===== src/verilog/tcb_pkg.sv =====
package tcb_pkg;

    // register byte offsets
    localparam logic [7:0] OFS_CTL = 8'h54;
    localparam logic [7:0] OFS_VAL = 8'h58;
    localparam logic [7:0] OFS_AF0 = 8'h60;
    localparam logic [7:0] OFS_AF1 = 8'h64;
    localparam logic [7:0] OFS_INSEL = 8'h68;
    localparam logic [7:0] OFS_CFG = 8'h6C;
    localparam logic [7:0] OFS_WRITE_PROTECT_LEVEL = 8'h70;

    // field positions
    localparam int CTL_MODE_HI = 16;
    localparam int CTL_CLR = 7;
    localparam int CTL_MODE_LO = 4;
    localparam int CTL_SHD = 3;
    localparam int CTL_FAST = 2;
    localparam int VAL_COMB_LO = 29;
    localparam int AF0_ETI_LO = 14;
    localparam int AF_INV = 9;
    localparam int AF_EN = 0;
    localparam int INSEL_CH1_LO = 8;
    localparam int INSEL_CH0_LO = 0;
    localparam int CFG_INPUT = 0;
    localparam int CFG_SPM = 1;
    localparam int WRITE_PROTECT_LEVEL_LVL_LO = 8;
    localparam int WRITE_PROTECT_LEVEL_BRKP = 13;
    localparam int WRITE_PROTECT_LEVEL_DONE = 16;

    // compare mode codes
    localparam logic [3:0] MODE_FROZEN = 4'h0;
    localparam logic [3:0] MODE_SET = 4'h1;
    localparam logic [3:0] MODE_CLR = 4'h2;
    localparam logic [3:0] MODE_TOG = 4'h3;
    localparam logic [3:0] MODE_FLOW = 4'h4;
    localparam logic [3:0] MODE_FHIGH = 4'h5;
    localparam logic [3:0] MODE_PWM0 = 4'h6;
    localparam logic [3:0] MODE_PWM1 = 4'h7;
    localparam logic [3:0] MODE_RSP0 = 4'h8;
    localparam logic [3:0] MODE_RSP1 = 4'h9;

    // trigger sources and input selectors
    localparam logic [3:0] ETI_LEGACY = 4'h0;
    localparam logic [3:0] ETI_WD0 = 4'h3;
    localparam logic [3:0] ETI_WD1 = 4'h4;
    localparam logic [3:0] ETI_WD2 = 4'h5;
    localparam logic [3:0] SEL_PIN = 4'h0;
    localparam logic [3:0] SEL_CMP = 4'h1;

    // write-protect levels
    localparam logic [1:0] LVL_OPEN = 2'h0;
    localparam logic [1:0] LVL_ONE = 2'h1;
    localparam logic [1:0] LVL_THREE = 2'h3;

    localparam logic BRK_EN_RST = 1'h1;
    localparam logic [2:0] HSIZE_WORD = 3'h2;

    // trigger-to-output latency in clock cycles
    localparam int TRIG_SLOW_CYC = 5;
    localparam int TRIG_FAST_CYC = 3;

    typedef struct packed {
        logic [3:0] mode;
        logic clear_en;
        logic shadow_en;
        logic fast_en;
    } tcb_ch4_cfg_s;

    typedef struct packed {
        logic enable;
        logic invert;
    } tcb_brk_cfg_s;

endpackage


===== src/verilog/tcb_ch4_compare.sv =====
// Overview of operation
// - clear enable plus high filtered trigger drives the channel-4 reference low.
// - mode 0 holds, 1 sets, 2 clears, 3 toggles reference on match.
// - mode 4 forces reference low, mode 5 forces it high.
// - pwm0 active below compare up; down inactive above compare, else active.
// - pwm1 inactive below compare up; down active above compare.
// - pwm level changes on entry from any other mode or on comparison change.
// - mode 8 follows pwm0; trigger forces inactive up, active down until update.
// - mode 9 follows pwm1; trigger forces active up, inactive down until update.
// - mode field writes ignored at protect level 11; other codes reserved.
// - with shadow on, value writes land in shadow, copied at update.
// - fast enable in pwm turns a trigger edge into a forced high reference.
// - trigger to output takes 5 cycles, or 3 with fast enable.
// - combine bits AND channel 2,1,0 reference with channel-4 reference.
// - combine bits apply at once unshadowed, else at next update.
// - input mode captures the counter into the value field, read-only.
// - output mode compares the value; shadow loads it each update.
// - trigger source selects legacy pin or watchdogs 0..2; locked at 01.
// - break-0 alternate input used when enabled, inverted before polarity.
// - break-1 alternate input likewise, its level set by break-0 polarity.
// - break enable and invert bits writable only at protect level 00.
// - channel selectors pick capture pin for 0000, comparator for 0001.
// - protect level accepts one write after reset, then stays fixed.
// - break-0 polarity clear means active low, set means active high.
`timescale 1ns/1ps
module tcb_ch4_compare #(
    parameter int CNT_W = 16
) (
    input wire logic hclk,
    input wire logic hresetn,
    input wire logic hsel,
    input wire logic [31:0] haddr,
    input wire logic [1:0] htrans,
    input wire logic hwrite,
    input wire logic [2:0] hsize,
    input wire logic [31:0] hwdata,
    input wire logic hready,
    output logic [31:0] hrdata,
    output logic hreadyout,
    output logic hresp,
    input wire logic [CNT_W-1:0] counter_value,
    input wire logic count_down,
    input wire logic update_event,
    input wire logic trigger_in,
    input wire logic ext_trigger_filtered,
    input wire logic capture_event,
    input wire logic ch0_ref_in,
    input wire logic ch1_ref_in,
    input wire logic ch2_ref_in,
    input wire logic legacy_trigger_pin,
    input wire logic analog_watchdog0_output,
    input wire logic analog_watchdog1_output,
    input wire logic analog_watchdog2_output,
    input wire logic break0_alt_input,
    input wire logic break1_alt_input,
    input wire logic ch0_capture_pin,
    input wire logic ch1_capture_pin,
    input wire logic comparator0_output,
    input wire logic comparator1_output,
    output logic ch4_output_reference,
    output logic ch0_output_reference,
    output logic ch1_output_reference,
    output logic ch2_output_reference,
    output logic ext_trigger_selected,
    output logic break0_alt_active,
    output logic break1_alt_active,
    output logic ch0_input_routed,
    output logic ch1_input_routed
);

    localparam int PIPE_W = tcb_pkg::TRIG_SLOW_CYC - 1;

    // mode 1 levels are the exact inverse of mode 0 in both directions
    function automatic logic pwm_level(input logic mode1, input logic down,
                                       input logic lt, input logic gt);
        logic lvl0;
        lvl0 = down ? !gt : lt;
        return lvl0 ^ mode1;
    endfunction

    // ---------------- bus slave ----------------
    logic wr_pend_reg;
    logic rd_pend_reg;
    logic word_reg;
    logic [7:0] addr_reg;
    logic [31:0] rd_mux;

    wire addr_ok = hsel && htrans[1] && hready;
    wire wr_go = wr_pend_reg && word_reg;
    wire wr_ctl = wr_go && (addr_reg == tcb_pkg::OFS_CTL);
    wire wr_val = wr_go && (addr_reg == tcb_pkg::OFS_VAL);
    wire wr_af0 = wr_go && (addr_reg == tcb_pkg::OFS_AF0);
    wire wr_af1 = wr_go && (addr_reg == tcb_pkg::OFS_AF1);
    wire wr_insel = wr_go && (addr_reg == tcb_pkg::OFS_INSEL);
    wire wr_cfg = wr_go && (addr_reg == tcb_pkg::OFS_CFG);
    wire wr_write_protect_level = wr_go && (addr_reg == tcb_pkg::OFS_WRITE_PROTECT_LEVEL);

    // reads take one wait state so a write just before is already visible
    always_ff @(posedge hclk or negedge hresetn) begin
        if (!hresetn) begin
            wr_pend_reg <= 1'b0;
            rd_pend_reg <= 1'b0;
            word_reg <= 1'b0;
            addr_reg <= 8'h00;
            hreadyout <= 1'b1;
            hresp <= 1'b0;
            hrdata <= 32'h0000_0000;
        end else begin
            wr_pend_reg <= addr_ok && hwrite;
            rd_pend_reg <= addr_ok && !hwrite;
            hreadyout <= !(addr_ok && !hwrite);
            hresp <= 1'b0;
            if (addr_ok) begin
                addr_reg <= haddr[7:0];
                word_reg <= (hsize == tcb_pkg::HSIZE_WORD);
            end
            if (rd_pend_reg) begin
                hrdata <= rd_mux;
            end
        end
    end

    // ---------------- registers ----------------
    tcb_pkg::tcb_ch4_cfg_s cfg_reg;
    tcb_pkg::tcb_ch4_cfg_s cfg_next;
    tcb_pkg::tcb_brk_cfg_s brk0_reg;
    tcb_pkg::tcb_brk_cfg_s brk1_reg;
    logic [CNT_W-1:0] val_active_reg;
    logic [CNT_W-1:0] val_shadow_reg;
    logic [2:0] comb_active_reg;
    logic [2:0] comb_pend_reg;
    logic [3:0] eti_sel_reg;
    logic [3:0] insel0_reg;
    logic [3:0] insel1_reg;
    logic input_mode_reg;
    logic spm_reg;
    logic [1:0] write_protect_level_lvl_reg;
    logic write_protect_level_done_reg;
    logic brkp_reg;

    wire lock_mode = write_protect_level_lvl_reg == tcb_pkg::LVL_THREE;
    wire lock_shd = lock_mode && !input_mode_reg;
    wire lock_eti = write_protect_level_lvl_reg == tcb_pkg::LVL_ONE;
    wire lock_brk = write_protect_level_lvl_reg != tcb_pkg::LVL_OPEN;
    wire shd_upd = cfg_reg.shadow_en && update_event;

    // blocked fields simply keep their value, no error answer
    assign cfg_next.mode = (wr_ctl && !lock_mode) ?
        {hwdata[tcb_pkg::CTL_MODE_HI], hwdata[tcb_pkg::CTL_MODE_LO +: 3]}
        : cfg_reg.mode;
    assign cfg_next.clear_en = wr_ctl ? hwdata[tcb_pkg::CTL_CLR]
        : cfg_reg.clear_en;
    assign cfg_next.shadow_en = (wr_ctl && !lock_shd)
        ? hwdata[tcb_pkg::CTL_SHD] : cfg_reg.shadow_en;
    assign cfg_next.fast_en = wr_ctl ? hwdata[tcb_pkg::CTL_FAST]
        : cfg_reg.fast_en;

    always_ff @(posedge hclk or negedge hresetn) begin
        if (!hresetn) begin
            cfg_reg <= '0;
        end else begin
            cfg_reg <= cfg_next;
        end
    end

    always_ff @(posedge hclk or negedge hresetn) begin
        if (!hresetn) begin
            val_active_reg <= '0;
            val_shadow_reg <= '0;
            comb_active_reg <= 3'h0;
            comb_pend_reg <= 3'h0;
        end else begin
            if (input_mode_reg && capture_event) begin
                val_active_reg <= counter_value;
            end else if (wr_val && !input_mode_reg && !cfg_reg.shadow_en) begin
                val_active_reg <= hwdata[CNT_W-1:0];
            end else if (shd_upd && !input_mode_reg) begin
                val_active_reg <= val_shadow_reg;
            end
            if (wr_val && !input_mode_reg) begin
                val_shadow_reg <= hwdata[CNT_W-1:0];
            end
            if (wr_val) begin
                comb_pend_reg <= hwdata[tcb_pkg::VAL_COMB_LO +: 3];
            end
            if (wr_val && !cfg_reg.shadow_en) begin
                comb_active_reg <= hwdata[tcb_pkg::VAL_COMB_LO +: 3];
            end else if (shd_upd) begin
                comb_active_reg <= comb_pend_reg;
            end
        end
    end

    always_ff @(posedge hclk or negedge hresetn) begin
        if (!hresetn) begin
            eti_sel_reg <= tcb_pkg::ETI_LEGACY;
            brk0_reg <= '{enable: tcb_pkg::BRK_EN_RST, invert: 1'b0};
            brk1_reg <= '{enable: tcb_pkg::BRK_EN_RST, invert: 1'b0};
            insel0_reg <= tcb_pkg::SEL_PIN;
            insel1_reg <= tcb_pkg::SEL_PIN;
            input_mode_reg <= 1'b0;
            spm_reg <= 1'b0;
            write_protect_level_lvl_reg <= tcb_pkg::LVL_OPEN;
            write_protect_level_done_reg <= 1'b0;
            brkp_reg <= 1'b0;
        end else begin
            if (wr_af0 && !lock_eti) begin
                eti_sel_reg <= hwdata[tcb_pkg::AF0_ETI_LO +: 4];
            end
            if (wr_af0 && !lock_brk) begin
                brk0_reg.enable <= hwdata[tcb_pkg::AF_EN];
                brk0_reg.invert <= hwdata[tcb_pkg::AF_INV];
            end
            if (wr_af1 && !lock_brk) begin
                brk1_reg.enable <= hwdata[tcb_pkg::AF_EN];
                brk1_reg.invert <= hwdata[tcb_pkg::AF_INV];
            end
            if (wr_insel) begin
                insel0_reg <= hwdata[tcb_pkg::INSEL_CH0_LO +: 4];
                insel1_reg <= hwdata[tcb_pkg::INSEL_CH1_LO +: 4];
            end
            if (wr_cfg) begin
                input_mode_reg <= hwdata[tcb_pkg::CFG_INPUT];
                spm_reg <= hwdata[tcb_pkg::CFG_SPM];
            end
            if (wr_write_protect_level && !write_protect_level_done_reg) begin
                write_protect_level_lvl_reg <= hwdata[tcb_pkg::WRITE_PROTECT_LEVEL_LVL_LO +: 2];
                write_protect_level_done_reg <= 1'b1;
            end
            if (wr_write_protect_level && !lock_brk) begin
                brkp_reg <= hwdata[tcb_pkg::WRITE_PROTECT_LEVEL_BRKP];
            end
        end
    end

    // reserved bits come back as zero
    always_comb begin
        rd_mux = 32'h0000_0000;
        case (addr_reg)
            tcb_pkg::OFS_CTL: begin
                rd_mux[tcb_pkg::CTL_MODE_HI] = cfg_reg.mode[3];
                rd_mux[tcb_pkg::CTL_CLR] = cfg_reg.clear_en;
                rd_mux[tcb_pkg::CTL_MODE_LO +: 3] = cfg_reg.mode[2:0];
                rd_mux[tcb_pkg::CTL_SHD] = cfg_reg.shadow_en;
                rd_mux[tcb_pkg::CTL_FAST] = cfg_reg.fast_en;
            end
            tcb_pkg::OFS_VAL: begin
                rd_mux[tcb_pkg::VAL_COMB_LO +: 3] = comb_pend_reg;
                rd_mux[CNT_W-1:0] = input_mode_reg ? val_active_reg
                    : val_shadow_reg;
            end
            tcb_pkg::OFS_AF0: begin
                rd_mux[tcb_pkg::AF0_ETI_LO +: 4] = eti_sel_reg;
                rd_mux[tcb_pkg::AF_INV] = brk0_reg.invert;
                rd_mux[tcb_pkg::AF_EN] = brk0_reg.enable;
            end
            tcb_pkg::OFS_AF1: begin
                rd_mux[tcb_pkg::AF_INV] = brk1_reg.invert;
                rd_mux[tcb_pkg::AF_EN] = brk1_reg.enable;
            end
            tcb_pkg::OFS_INSEL: begin
                rd_mux[tcb_pkg::INSEL_CH1_LO +: 4] = insel1_reg;
                rd_mux[tcb_pkg::INSEL_CH0_LO +: 4] = insel0_reg;
            end
            tcb_pkg::OFS_CFG: begin
                rd_mux[tcb_pkg::CFG_INPUT] = input_mode_reg;
                rd_mux[tcb_pkg::CFG_SPM] = spm_reg;
            end
            tcb_pkg::OFS_WRITE_PROTECT_LEVEL: begin
                rd_mux[tcb_pkg::WRITE_PROTECT_LEVEL_LVL_LO +: 2] = write_protect_level_lvl_reg;
                rd_mux[tcb_pkg::WRITE_PROTECT_LEVEL_BRKP] = brkp_reg;
                rd_mux[tcb_pkg::WRITE_PROTECT_LEVEL_DONE] = write_protect_level_done_reg;
            end
            default: rd_mux = 32'h0000_0000;
        endcase
    end

    // ---------------- compare reference ----------------
    logic [PIPE_W-1:0] trig_pipe_reg;
    logic spm_hold_reg;
    logic ref_next;

    // output flop adds the last cycle of each latency
    wire trig_eff = cfg_reg.fast_en
        ? trig_pipe_reg[tcb_pkg::TRIG_FAST_CYC-2]
        : trig_pipe_reg[tcb_pkg::TRIG_SLOW_CYC-2];
    wire match = counter_value == val_active_reg;
    wire cnt_lt = counter_value < val_active_reg;
    wire cnt_gt = counter_value > val_active_reg;
    wire is_rsp = (cfg_reg.mode == tcb_pkg::MODE_RSP0)
        || (cfg_reg.mode == tcb_pkg::MODE_RSP1);
    wire hold_now = spm_hold_reg || trig_eff;
    wire fast_hit = cfg_reg.fast_en && trig_eff;

    always_ff @(posedge hclk or negedge hresetn) begin
        if (!hresetn) begin
            trig_pipe_reg <= '0;
            spm_hold_reg <= 1'b0;
        end else begin
            trig_pipe_reg <= {trig_pipe_reg[PIPE_W-2:0], trigger_in};
            // a trigger in the update cycle still starts a new pulse
            if (is_rsp && trig_eff) begin
                spm_hold_reg <= 1'b1;
            end else if (update_event || !is_rsp) begin
                spm_hold_reg <= 1'b0;
            end
        end
    end

    // pwm levels follow the comparison each cycle; fast_hit forces them high
    always_comb begin
        ref_next = ch4_output_reference;
        case (cfg_reg.mode)
            tcb_pkg::MODE_FROZEN: ref_next = ch4_output_reference;
            tcb_pkg::MODE_SET: if (match) ref_next = 1'b1;
            tcb_pkg::MODE_CLR: if (match) ref_next = 1'b0;
            tcb_pkg::MODE_TOG: if (match) ref_next = !ch4_output_reference;
            tcb_pkg::MODE_FLOW: ref_next = 1'b0;
            tcb_pkg::MODE_FHIGH: ref_next = 1'b1;
            tcb_pkg::MODE_PWM0: ref_next = fast_hit ? 1'b1
                : pwm_level(1'b0, count_down, cnt_lt, cnt_gt);
            tcb_pkg::MODE_PWM1: ref_next = fast_hit ? 1'b1
                : pwm_level(1'b1, count_down, cnt_lt, cnt_gt);
            tcb_pkg::MODE_RSP0: ref_next = hold_now ? count_down
                : pwm_level(1'b0, count_down, cnt_lt, cnt_gt);
            tcb_pkg::MODE_RSP1: ref_next = hold_now ? !count_down
                : pwm_level(1'b1, count_down, cnt_lt, cnt_gt);
            default: ref_next = ch4_output_reference;
        endcase
        if (cfg_reg.clear_en && ext_trigger_filtered) begin
            ref_next = 1'b0;
        end
    end

    // ---------------- routed outputs ----------------
    wire brk0_lvl = (break0_alt_input ^ brk0_reg.invert) == brkp_reg;
    wire brk1_lvl = (break1_alt_input ^ brk1_reg.invert) == brkp_reg;
    logic eti_mux;

    always_comb begin
        case (eti_sel_reg)
            tcb_pkg::ETI_WD0: eti_mux = analog_watchdog0_output;
            tcb_pkg::ETI_WD1: eti_mux = analog_watchdog1_output;
            tcb_pkg::ETI_WD2: eti_mux = analog_watchdog2_output;
            default: eti_mux = legacy_trigger_pin;
        endcase
    end

    always_ff @(posedge hclk or negedge hresetn) begin
        if (!hresetn) begin
            ch4_output_reference <= 1'b0;
            ch0_output_reference <= 1'b0;
            ch1_output_reference <= 1'b0;
            ch2_output_reference <= 1'b0;
            ext_trigger_selected <= 1'b0;
            break0_alt_active <= 1'b0;
            break1_alt_active <= 1'b0;
            ch0_input_routed <= 1'b0;
            ch1_input_routed <= 1'b0;
        end else begin
            ch4_output_reference <= ref_next;
            ch0_output_reference <= ch0_ref_in
                && (!comb_active_reg[0] || ch4_output_reference);
            ch1_output_reference <= ch1_ref_in
                && (!comb_active_reg[1] || ch4_output_reference);
            ch2_output_reference <= ch2_ref_in
                && (!comb_active_reg[2] || ch4_output_reference);
            ext_trigger_selected <= eti_mux;
            break0_alt_active <= brk0_reg.enable && brk0_lvl;
            break1_alt_active <= brk1_reg.enable && brk1_lvl;
            ch0_input_routed <= (insel0_reg == tcb_pkg::SEL_CMP)
                ? comparator0_output : ch0_capture_pin;
            ch1_input_routed <= (insel1_reg == tcb_pkg::SEL_CMP)
                ? comparator1_output : ch1_capture_pin;
        end
    end

    // ---------------- checks ----------------
    wire no_clr = !(cfg_reg.clear_en && ext_trigger_filtered);
    wire fast_pwm0 = cfg_reg.fast_en && !cfg_reg.clear_en
        && cfg_reg.mode == tcb_pkg::MODE_PWM0;

    a_clear_ref_low: assert property (@(posedge hclk) disable iff (!hresetn)
        cfg_reg.clear_en && ext_trigger_filtered |=> !ch4_output_reference)
        else $error("reference not cleared by trigger input");

    a_frozen_ref_hold: assert property (@(posedge hclk) disable iff (!hresetn)
        cfg_reg.mode == tcb_pkg::MODE_FROZEN && no_clr
        |=> $stable(ch4_output_reference))
        else $error("frozen reference moved");

    a_set_on_match: assert property (@(posedge hclk) disable iff (!hresetn)
        cfg_reg.mode == tcb_pkg::MODE_SET && match && no_clr
        |=> ch4_output_reference)
        else $error("reference not set on match");

    a_force_levels: assert property (@(posedge hclk) disable iff (!hresetn)
        no_clr && (cfg_reg.mode == tcb_pkg::MODE_FLOW
        || cfg_reg.mode == tcb_pkg::MODE_FHIGH)
        |=> ch4_output_reference == $past(cfg_reg.mode[0]))
        else $error("forced reference level wrong");

    a_fast_latency: assert property (@(posedge hclk) disable iff (!hresetn)
        trigger_in && fast_pwm0 ##1 fast_pwm0 [*2] |=> ch4_output_reference)
        else $error("fast trigger not seen within three cycles");

    a_mode_locked: assert property (@(posedge hclk) disable iff (!hresetn)
        wr_ctl && write_protect_level_lvl_reg == tcb_pkg::LVL_THREE |=> $stable(cfg_reg.mode))
        else $error("mode written under protect level 11");

    a_shadow_copy: assert property (@(posedge hclk) disable iff (!hresetn)
        shd_upd && !input_mode_reg && !capture_event
        |=> val_active_reg == $past(val_shadow_reg))
        else $error("shadow value not transferred at update");

    a_write_protect_level_once: assert property (@(posedge hclk) disable iff (!hresetn)
        write_protect_level_done_reg |=> $stable(write_protect_level_lvl_reg) && write_protect_level_done_reg)
        else $error("protect level changed after first write");

    a_break_lock: assert property (@(posedge hclk) disable iff (!hresetn)
        write_protect_level_lvl_reg != tcb_pkg::LVL_OPEN |=> $stable(brk0_reg) && $stable(brk1_reg))
        else $error("break bits changed while protected");

    a_break0_level: assert property (@(posedge hclk) disable iff (!hresetn)
        brk0_reg.enable && (break0_alt_input ^ brk0_reg.invert) == brkp_reg
        |=> break0_alt_active)
        else $error("break0 alternate input not active");

endmodule // tcb_ch4_compare


===== config.mk =====
export PLATFORM = sky130hd
export DESIGN_NAME = tcb_ch4_compare
export DESIGN_NICKNAME = d
export VERILOG_FILES = /design/src/verilog/tcb_pkg.sv /design/src/verilog/tcb_ch4_compare.sv
export SDC_FILE = /design/constraint.sdc
export NUM_CORES = 1
export LEC_CHECK = 0
export BUFFER_PORTS_ARGS = -buffer_cell sky130_fd_sc_hd__buf_2
export CAP_MARGIN = 20
export CORE_MARGIN = 5
export CORE_UTILIZATION = 55
export CTS_CLUSTER_DIAMETER = 30
export DETAILED_ROUTE_END_ITERATION = 8
export PLACE_DENSITY = 0.81
export SETUP_SLACK_MARGIN = 0.15
export SYNTH_ARGS = -nofsm -noshare
export SYNTH_HDL_FRONTEND = slang
export SYNTH_SLANG_ARGS = --single-unit

===== constraint.sdc =====
create_clock -name hclk -period 5.5 [get_ports hclk]
set_clock_uncertainty 0.1 [all_clocks]
set_input_delay 0.825 -clock hclk [delete_from_list [all_inputs] [get_ports hclk]]
set_output_delay 0.825 -clock hclk [all_outputs]
set_load 0.01 [all_outputs]

==> results.toml, run 1 <==
[yosys]
ys_dominant_reg_cell = "dfrtp_1"
synth-seq-area-share_pct = 48.4
yosys_register_bits = 114
synth_top_cell_by_area = "dfrtp_1"
yosysMostFrequentCell = "dfrtp_1"
synth_area_leaders = "dfrtp_1, mux2_2, mux2i_1"
synth.avg_cell_area_sq_um = 10.8
synth_top_area_share_pct = 47.1
yosys_warnings = 0
synthTopCellsByCount = "dfrtp_1, mux2_2, nand2_1"
synth_area_sq_um = 5900
synth.distinct_cells = 62
ys_async_sr_fraction_pct = 100
syn_inst = 548
synth_enable_flop_cells = 0

[worst_hold_path]
hp-start = "trig_pipe_reg[2]"
worstHoldEndpoint = "trig_pipe_reg[3]"
holdPathStages = 0
hp-class = "reg -> reg"

[run]
maxCapViolCount = 0

[cts]
clkSinkCount = 114
clk_latency_ps = 520
cts_tree = "yes"
root_buffer = "clkbuf_8"
htree_num_levels = 4
cts-resized-gates = 0
hold_buffers = 0
post_cts_buffers = 0
clk_pin_slew_ps = 60
clockBufferDepth = 2
cts_buffers = 17

[setup_path]
worst_r2r_endpoint = "val_active_reg[9]"
arrival_ps = 3030
crit_type = "reg -> reg"
r2r-start = "input_mode_reg"
crit_required_ps = 5760
reg2reg_depth = 5
cpMaxStageDelayCell = "dfrtp_1"
cp-start-kind = "flip-flop"
end_kind = "flip-flop"
cpPeakStageDelay_ps = 760
rrSetupSlack_ps = 2730
path_cells = "inv_1, nand4_4, nor2_8, mux2i_1, o211ai_1"
cp_max_fo = 21

[die]
pin_count = 151
rows = 37
die_area_sq_um = 12900
die_h_um = 114
core-area_sq_um = 10400
fp.dieW_um = 114
start_util_pct = 56.9

[timing]
finalSetupTns_ps = 0
finalMaxSlewViolations = 0
finalHoldViolCount = 0
maxSlewHeadroom_pct = 31.6
fin_crit_ps = 2770
setup_viol = 0
worst_pin_slew_ps = 1030
fin_crit_sh_pct = 50.4
rsz0062_at_grt = "no"
fin_ws_ps = 2730
fmax_mhz = 361

[global_routing]
grt_overflow_total = 0
grt_max_degree = 75
antenna_found_initial = 0
grt_pass1_vias = 4770
grt_usage_pct = 23.5
grt_first_pass_wirelength_um = 23900

[placement]
place_area_sq_um = 6440
placedCellCount = 762
io_buffers = 102
routabilityCongestion = 0.874
post-place-ws_ps = 2620
dpl.hpwl_um = 10500

[cells_and_area]
drive_above_1_share_pct = 31.6
largest_register_ffs = 21
antenna_cells = 0
synthToLayoutAreaGrowth_pct = 19.0
fin_area_sq_um = 7020
final_cells = 794
fin_nets = 769

[drt]
vias = 4672
drt_iter0_markers = 270
wl_um = 15000
wl_per_cell_um = 18.9
ant_nets = 0
vias_per_cell = 5.88
drc = 0
firstDrtPassIters = 6

[pwr]
power.static_leakage_nw = 3.25
ir_worst_vdd_uv = 176
p_per_area_nw_per_um2 = 336
power_mw = 2.36

[run_status]
status = "finished clean"
==> cell type report <==
class                      count  area [sq um]
clock buffer                  18           418
tap                          136           170
clock inverter                14           156
timing repair buffer         104           548
inverter                      26          97.6
multi-input combinational    382          2770
fill                         782          3350
sequential                   114          2860
==> per-layer routing <==
layer / vias to the layer above / track usage (%) / part of all wire, %
li1: 2136 / - / -
met1: 2312 / 29.5 / 41
met2: 194 / 39.5 / 50
met3: 30 / 5.15 / 6.4
met4: 0 / 9.29 / 2.2
met5: - / 0 / 0
==> report_power, final <==
part           switching (mW)  total [mW]  internal (mW)
Combinational           0.172       0.313          0.142
Clock                   0.407        1.06          0.649
Sequential             0.0695       0.987          0.918
Total                   0.648        2.36           1.71
==> placed cells by master, fill, tap and decap left out, types with 6 or more instances in the layout <==
master     netlist  routed
o211ai_1         8       8
clkbuf_16        0      16
conb_1           1      12
a21oi_1         37      37
inv_1           26      26
nor2_1          36      36
o21ai_1          7       7
buf_2            7     101
nand2_1         46      46
mux2i_1         35      35
o21ai_0         13      13
nand3_1         20      20
nand2b_1         7       7
ha_1            16      16
mux2_2          55      55
dfrtp_1        111     111
nand4_1          9       9
a31oi_1          6       6
==> critical path, delay by kind of cell, from the launching register on <==
| kind | cells | cell delay [ps] |
|---|---|---|
| AO/OA/AOI/OAI | 1 | 120 |
| buffers and inverters | 1 | 390 |
| flip-flops | 1 | 760 |
| multiplexers | 1 | 310 |
| AND/OR/NAND/NOR | 2 | 910 |
==> through the flow <==
step / util [%] / hold slack, ps
6_report: 67.7 / 262
3_5_place_dp: 62.2 / 250
4_1_cts: 67.7 / 264
5_1_grt: 67.7 / 284
3_3_place_gp: 61.9 / 235
2_1_floorplan: - / 231
==> worst max-delay path by stage <==
stage               depth (start not counted)              start              endpoint
finish                                      5     input_mode_reg     val_active_reg[9]
global route                                5     input_mode_reg     val_active_reg[9]
CTS                                         5     input_mode_reg     val_active_reg[3]
detailed placement                          8  counter_value[15]  ch4_output_reference
global placement                            8  counter_value[15]  ch4_output_reference
floorplan                                   7  counter_value[15]  ch4_output_reference
==> cell families (layout without fill, tap and decap cells) <==
kind of cell	count (synthesis)	count (layout)	synth area share, %
adders and majority gates	16	16	3.39
AOI/OAI and AO/OA	101	101	11.1
buffers and inverters	63	162	5.26
DFF	114	114	48.4
other	1	12	0.0636
xor gates and xnor gates	4	4	0.594
and+or+nand+nor	158	158	14.5
muxes	91	91	16.6
Note: power is estimated with default switching activity, not from simulation.
==> run 2: changes to the inputs <==
Settings changed: CORE_UTILIZATION 55 to 53, PLACE_DENSITY 0.81 to 0.79.
Clock period 5.5 ns to 2.6 ns, I/O delays scaled along.
==> results.toml, run 2 (synthesis gave the netlist of run 1 again) <==
[cells_and_area]
drive_above_1_share_pct = 32.2
largest_register_ffs = 21
mostFrequentLayoutCells = "dfrtp_1, buf_2, mux2_2"
final_common_cell = "dfrtp_1"
final_cells = 818
synthToLayoutAreaGrowth_pct = 21.8
antenna_cells = 0
fin_nets = 789

[timing]
fmax_mhz = 431
finalHoldViolCount = 0
worst_pin_slew_ps = 625
fin_crit_ps = 2320
finalSetupTns_ps = 0
setup_viol = 0
finalMaxSlewViolations = 0
fin_crit_sh_pct = 89.2
rsz0062_at_grt = "no"
maxSlewHeadroom_pct = 58.1

[drt]
firstDrtPassIters = 7
vias_per_cell = 5.80
wl_per_cell_um = 18.4
wl_um = 15000
ant_nets = 0
drc = 0
vias = 4741
drt_iter0_markers = 427

[setup_path]
path_cells = "inv_1, ha_1, nand4_1, a2111o_1, a311o_1, a21boi_0, o21bai_1"
r2r-start = "val_active_reg[9]"
cpPeakStageDelay_ps = 490
rrSetupSlack_ps = 280
crit_family = "compound AO/OA/AOI/OAI gates"
cp-start-kind = "flip-flop"
crit_required_ps = 2890
cpMaxStageDelayCell = "a2111o_1"
arrival_ps = 2610
cp_max_fo = 4
crit_type = "reg -> reg"
end_kind = "flip-flop"
reg2reg_depth = 7
crit_buf_inv = 1
worst_r2r_endpoint = "ch4_output_reference"

[worst_hold_path]
holdPathStages = 3
hp-class = "in -> reg"
worstHoldEndpoint = "comb_pend_reg[2]"
hp-start = "hwdata[31]"

[global_routing]
grt_first_pass_wirelength_um = 24100
grt_usage_pct = 23.2
grt_max_degree = 115
grt_pass1_vias = 4784
antenna_found_initial = 0
grt_overflow_total = 0

[cts]
post_cts_buffers = 0
cts-resized-gates = 0
cts_buffers = 17
clk_pin_slew_ps = 60
clockBufferDepth = 2
clkSinkCount = 114
clk_latency_ps = 510
cts_tree = "yes"
root_buffer = "clkbuf_8"
htree_num_levels = 4

[placement]
dpl.hpwl_um = 10600
routabilityCongestion = 0.914
io_buffers = 102
placedCellCount = 777

[die]
core-area_sq_um = 10900
pin_count = 151
rows = 38
fp.dieW_um = 115
start_util_pct = 54.2
die_area_sq_um = 13300
die_h_um = 115

[run]
maxCapViolCount = 0

[pwr]
power.static_leakage_nw = 3.35
p_per_area_nw_per_um2 = 695
ir_worst_vdd_uv = 497

[run_status]
status = "finished clean"
-- run 2: cell types whose count changed in the layout (fill, tap and decap cells not counted), sizes merged --
cell,change
inv,-3
clkbuf,+4
dlygate4sd3,+9
clkinvlp,-1
buf,+11
-- run 2: worst max-delay path by stage --
stage	to	cells after the start	startpoint
after floorplan	ch4_output_reference	7	counter_value[15]
after global placement	ch4_output_reference	8	counter_value[1]
after detailed placement	ch4_output_reference	7	counter_value[11]
after CTS	ch4_output_reference	7	val_active_reg[9]
after global routing	ch4_output_reference	7	val_active_reg[7]
final	ch4_output_reference	7	val_active_reg[9]
-- run 2: final cells by class --
| class | count | area (sq um) |
|---|---|---|
| flip-flops and latches | 114 | 2860 |
| clock buffers | 22 | 463 |
| well taps | 140 | 175 |
| multi-input cells | 382 | 2770 |
| inverters | 26 | 97.6 |
| fillers | 833 | 3700 |
| repair buffers | 124 | 713 |
| clock inverters | 10 | 108 |
-- run 2: stage by stage --
| stage | hold WS [ps] | utilization, % | setup WS [ps] | power (mW) | area, sq um |
|---|---|---|---|---|---|
| after floorplan | -5.59 | - | 591 | 2.49 | 5940 |
| after global placement | 236 | 59.9 | 366 | 2.74 | 6530 |
| after detailed placement | 244 | 59.9 | 243 | 2.78 | 6530 |
| after CTS | 0.343 | 66.0 | 317 | 5.01 | 7190 |
| after global routing | 9.16 | 66.0 | 225 | 5.20 | 7190 |
| final | 11.8 | 66.0 | 282 | 4.99 | 7190 |
-- run 2: per-layer routing --
layer	share of wire [%]	track usage, %	up-vias
met5	0	0	-
met4	2.4	9.62	0
met3	6.2	3.71	33
met2	50	38.4	176
met1	42	30.7	2359
li1	-	-	2173
-- run 2: worst reg2reg max path, stage by stage, from the launching register on --
cell	delay (ps)
dfrtp_1	390
inv_1	60
ha_1	300
nand4_1	210
a2111o_1	490
a311o_1	360
a21boi_0	200
o21bai_1	100
-- run 2: what timing repair did --
item	CTS	global route
hold endpoints to repair	118	0
endpoints found under the setup margin	0	0
hold buffers	9	0
-- run 2: report_power, final --
group,switching [mW],internal [mW]
Sequential,0.139,1.94
Clock,0.795,1.43
Combinational,0.373,0.316
==> run 3: changes to the inputs <==
Settings changed: ABC_AREA set to 1, CORE_UTILIZATION 53 to 48, PLACE_DENSITY 0.79 to 0.75.
Clock period 2.6 ns to 2 ns, I/O delays scaled along.
==> results.toml, run 3 <==
[yosys]
synth_fa_ha_area_share_pct = 3.43
synth_compound_area_share_pct = 17.1
synth_xor_area_share_pct = 0.600
synth_top_cell_by_area = "dfrtp_1"
synth_enable_flop_cells = 0
ys_async_sr_fraction_pct = 100
yosys_warnings = 0
synth_top_area_share_pct = 47.6
yosys_register_bits = 114
synth-seq-area-share_pct = 48.9
synth.distinct_cells = 47
synth_area_sq_um = 5840
synthTopCellsByCount = "nand2_1, dfrtp_1, inv_1"
synth_area_leaders = "dfrtp_1, nand2_1, o21ai_0"
synth_top_family_by_area = "simple AND/OR/NAND/NOR gates"
synth.avg_cell_area_sq_um = 8.19
yosys.area_share.simple_pct = 19.3
yosysMostFrequentCell = "nand2_1"
ys_dominant_reg_cell = "dfrtp_1"
muxShareOfSynthArea_pct = 0.750
syn_inst = 713

[pwr]
power_frac_comb_pct = 11.8
ir_worst_vdd_uv = 542
sw_frac_of_total_pct = 25.5
switchingPower_mw = 1.62
power.static_leakage_nw = 4.08
p_per_area_nw_per_um2 = 811
p_clk_share_pct = 48.5
seqPwrFrac_pct = 39.6
power_mw = 6.33
intPower_mw = 4.72

[setup_path]
arrival_ps = 2160
crit_top_cell = "nand2_4"
cp-start-kind = "flip-flop"
cpMaxStageDelayCell = "dfrtp_1"
cpPeakStageDelay_ps = 370
end_kind = "flip-flop"
crit_required_ps = 2190
startpoint = "addr_reg[0]"
crit_buf_inv = 2
crit_type = "reg -> reg"
r2r-start = "addr_reg[0]"
path_cells = "inv_2, nand2_4, nor3_4, nand2_4, nor2_8, inv_6, nor2_4, nand2_4, nand2_1, o21ai_2, nor2_1, o22ai_2"
cp_max_fo = 7
crit_family = "simple AND/OR/NAND/NOR gates"

[drt]
drt_iter0_markers = 597
ant_nets = 0
wl_met1_um = 7140
vias = 5457
drc = 0
wl_um = 16700
highest_layer = "met4"
wl_per_cell_um = 16.3
route.met2.wl_um = 8090
vias_per_cell = 5.35
dr_wl_met3_um = 996
firstDrtPassIters = 6

[timing]
finalSetupTns_ps = 0
fin_crit_ps = 1970
worst_pin_slew_ps = 549
finalHoldViolCount = 0
finalMaxSlewViolations = 0
maxSlewHeadroom_pct = 63.4
fmax_mhz = 508
fin_ws_ps = 30.6
fin_crit_sh_pct = 98.5
hold_slack_ps = 16.7
rsz0062_at_grt = "yes"
setup_viol = 0

[cells_and_area]
antenna_cells = 0
fin_nets = 984
final_common_cell = "nand2_1"
utilization_pct = 65.3
fillCellCount = 963
synthToLayoutAreaGrowth_pct = 33.7
drive_above_1_share_pct = 32.0
largest_register_ffs = 21
mostFrequentLayoutCells = "nand2_1, dfrtp_1, buf_2"

[global_routing]
grt_usage_pct = 22.6
grt_pass1_vias = 5192
antenna_found_initial = 0
grt_first_pass_wirelength_um = 25700
grt_overflow_total = 0
grt_max_degree = 48

[cts]
clk_latency_ps = 420
clockBufferDepth = 2
clkSinkCount = 114
htree_num_levels = 4
root_buffer = "clkbuf_16"
cts_buffers = 17
clk_pin_slew_ps = 50
cts_tree = "yes"

[die]
pin_count = 151
core-area_sq_um = 12000
rows = 40
die_h_um = 120
fp.dieW_um = 120
start_util_pct = 48.8
die_area_sq_um = 14500

[run]
maxCapViolCount = 0

[run_status]
status = "finished clean"

[placement]
post-place-ws_ps = -113
dpl.hpwl_um = 11400
routabilityCongestion = 0.860
io_buffers = 102

[worst_hold_path]
hp-start = "hwdata[3]"
hp-class = "in -> reg"
## run 3: cell types whose count changed in the layout (fill, tap and decap cells not counted), sizes merged, moves of 29 or more
cell   previous run  this run
nand2            48       170
o21ai            20        95
inv              26        99
mux2             56         3
mux2i            35         1
buf             115       144
## run 3: cell type report
type	instances	area, sq um	share of cell area (%)
multi-input combinational	477	2840	36.4
timing repair buffer	148	925	11.8
tap	147	184	2.35
inverter	102	403	5.16
clock inverter	14	164	2.10
clock buffer	18	439	5.62
sequential	114	2860	36.6
## run 3: worst reg2reg max path, stage by stage, from the launching register on
cell	delay [ps]
dfrtp_1	370
inv_2	80
nand2_4	70
nor3_4	250
nand2_4	100
nor2_8	120
inv_6	60
nor2_4	200
nand2_4	150
nand2_1	110
o21ai_2	60
nor2_1	110
o22ai_2	80
## run 3: layer usage
metal	global-route usage [%]	up-vias
li1	-	2614
met1	30.6	2593
met2	36.1	207
met3	4.82	43
met4	8.00	0
met5	0	-
## run 3: worst paths after layout
| check | endpoint | slack [ps] | cells after the start |
|---|---|---|---|
| hold / removal | insel0_reg[3] | 20 | 3 |
| setup reg to reg | val_active_reg[4] | 30 | 12 |
| hold reg to reg | trig_pipe_reg[3] | 240 | 0 |
| setup / recovery | val_active_reg[4] | 30 | 12 |
| max in group asynchronous | ch4_output_reference | 880 | 3 |
| min in group asynchronous | insel0_reg[1] | 290 | 2 |
## run 3: cells by family (layout without fill, tap and decap cells)
family / after synthesis / count (layout)
and+or+nand+nor: 268 / 271
DFF: 114 / 114
other: 1 / 12
muxes: 4 / 4
adders and majority gates: 16 / 16
xor gates and xnor gates: 4 / 4
AOI/OAI and AO/OA: 170 / 170
buffers and inverters: 136 / 282
## run 3: timing repair
action,4_1_cts,5_1_grt
hold endpoints to repair,36,0
hold buffers,4,0
gates cloned,4,1
pin swaps,28,40
setup endpoints to repair,18,62
gates resized for setup,58,59
buffers inserted,5,7
## run 3: power by group through the flow
| stage | combinational (mW) | clock [mW] | sequential (mW) |
|---|---|---|---|
| 2_1_floorplan | 0.334 | 0 | 2.55 |
| 3_3_place_gp | 0.621 | 0 | 2.54 |
| 3_5_place_dp | 0.633 | 0 | 2.54 |
| 6_report | 0.749 | 3.07 | 2.51 |
| 5_1_grt | 0.839 | 3.22 | 2.52 |
| 4_1_cts | 0.696 | 3.10 | 2.51 |
## run 3: stage by stage
step                area (sq um)  std cells
floorplan                   5900        724
global placement            6640        967
detailed placement          6640        967
CTS                         7550       1012
global route                7810       1020
finish                      7810       1020
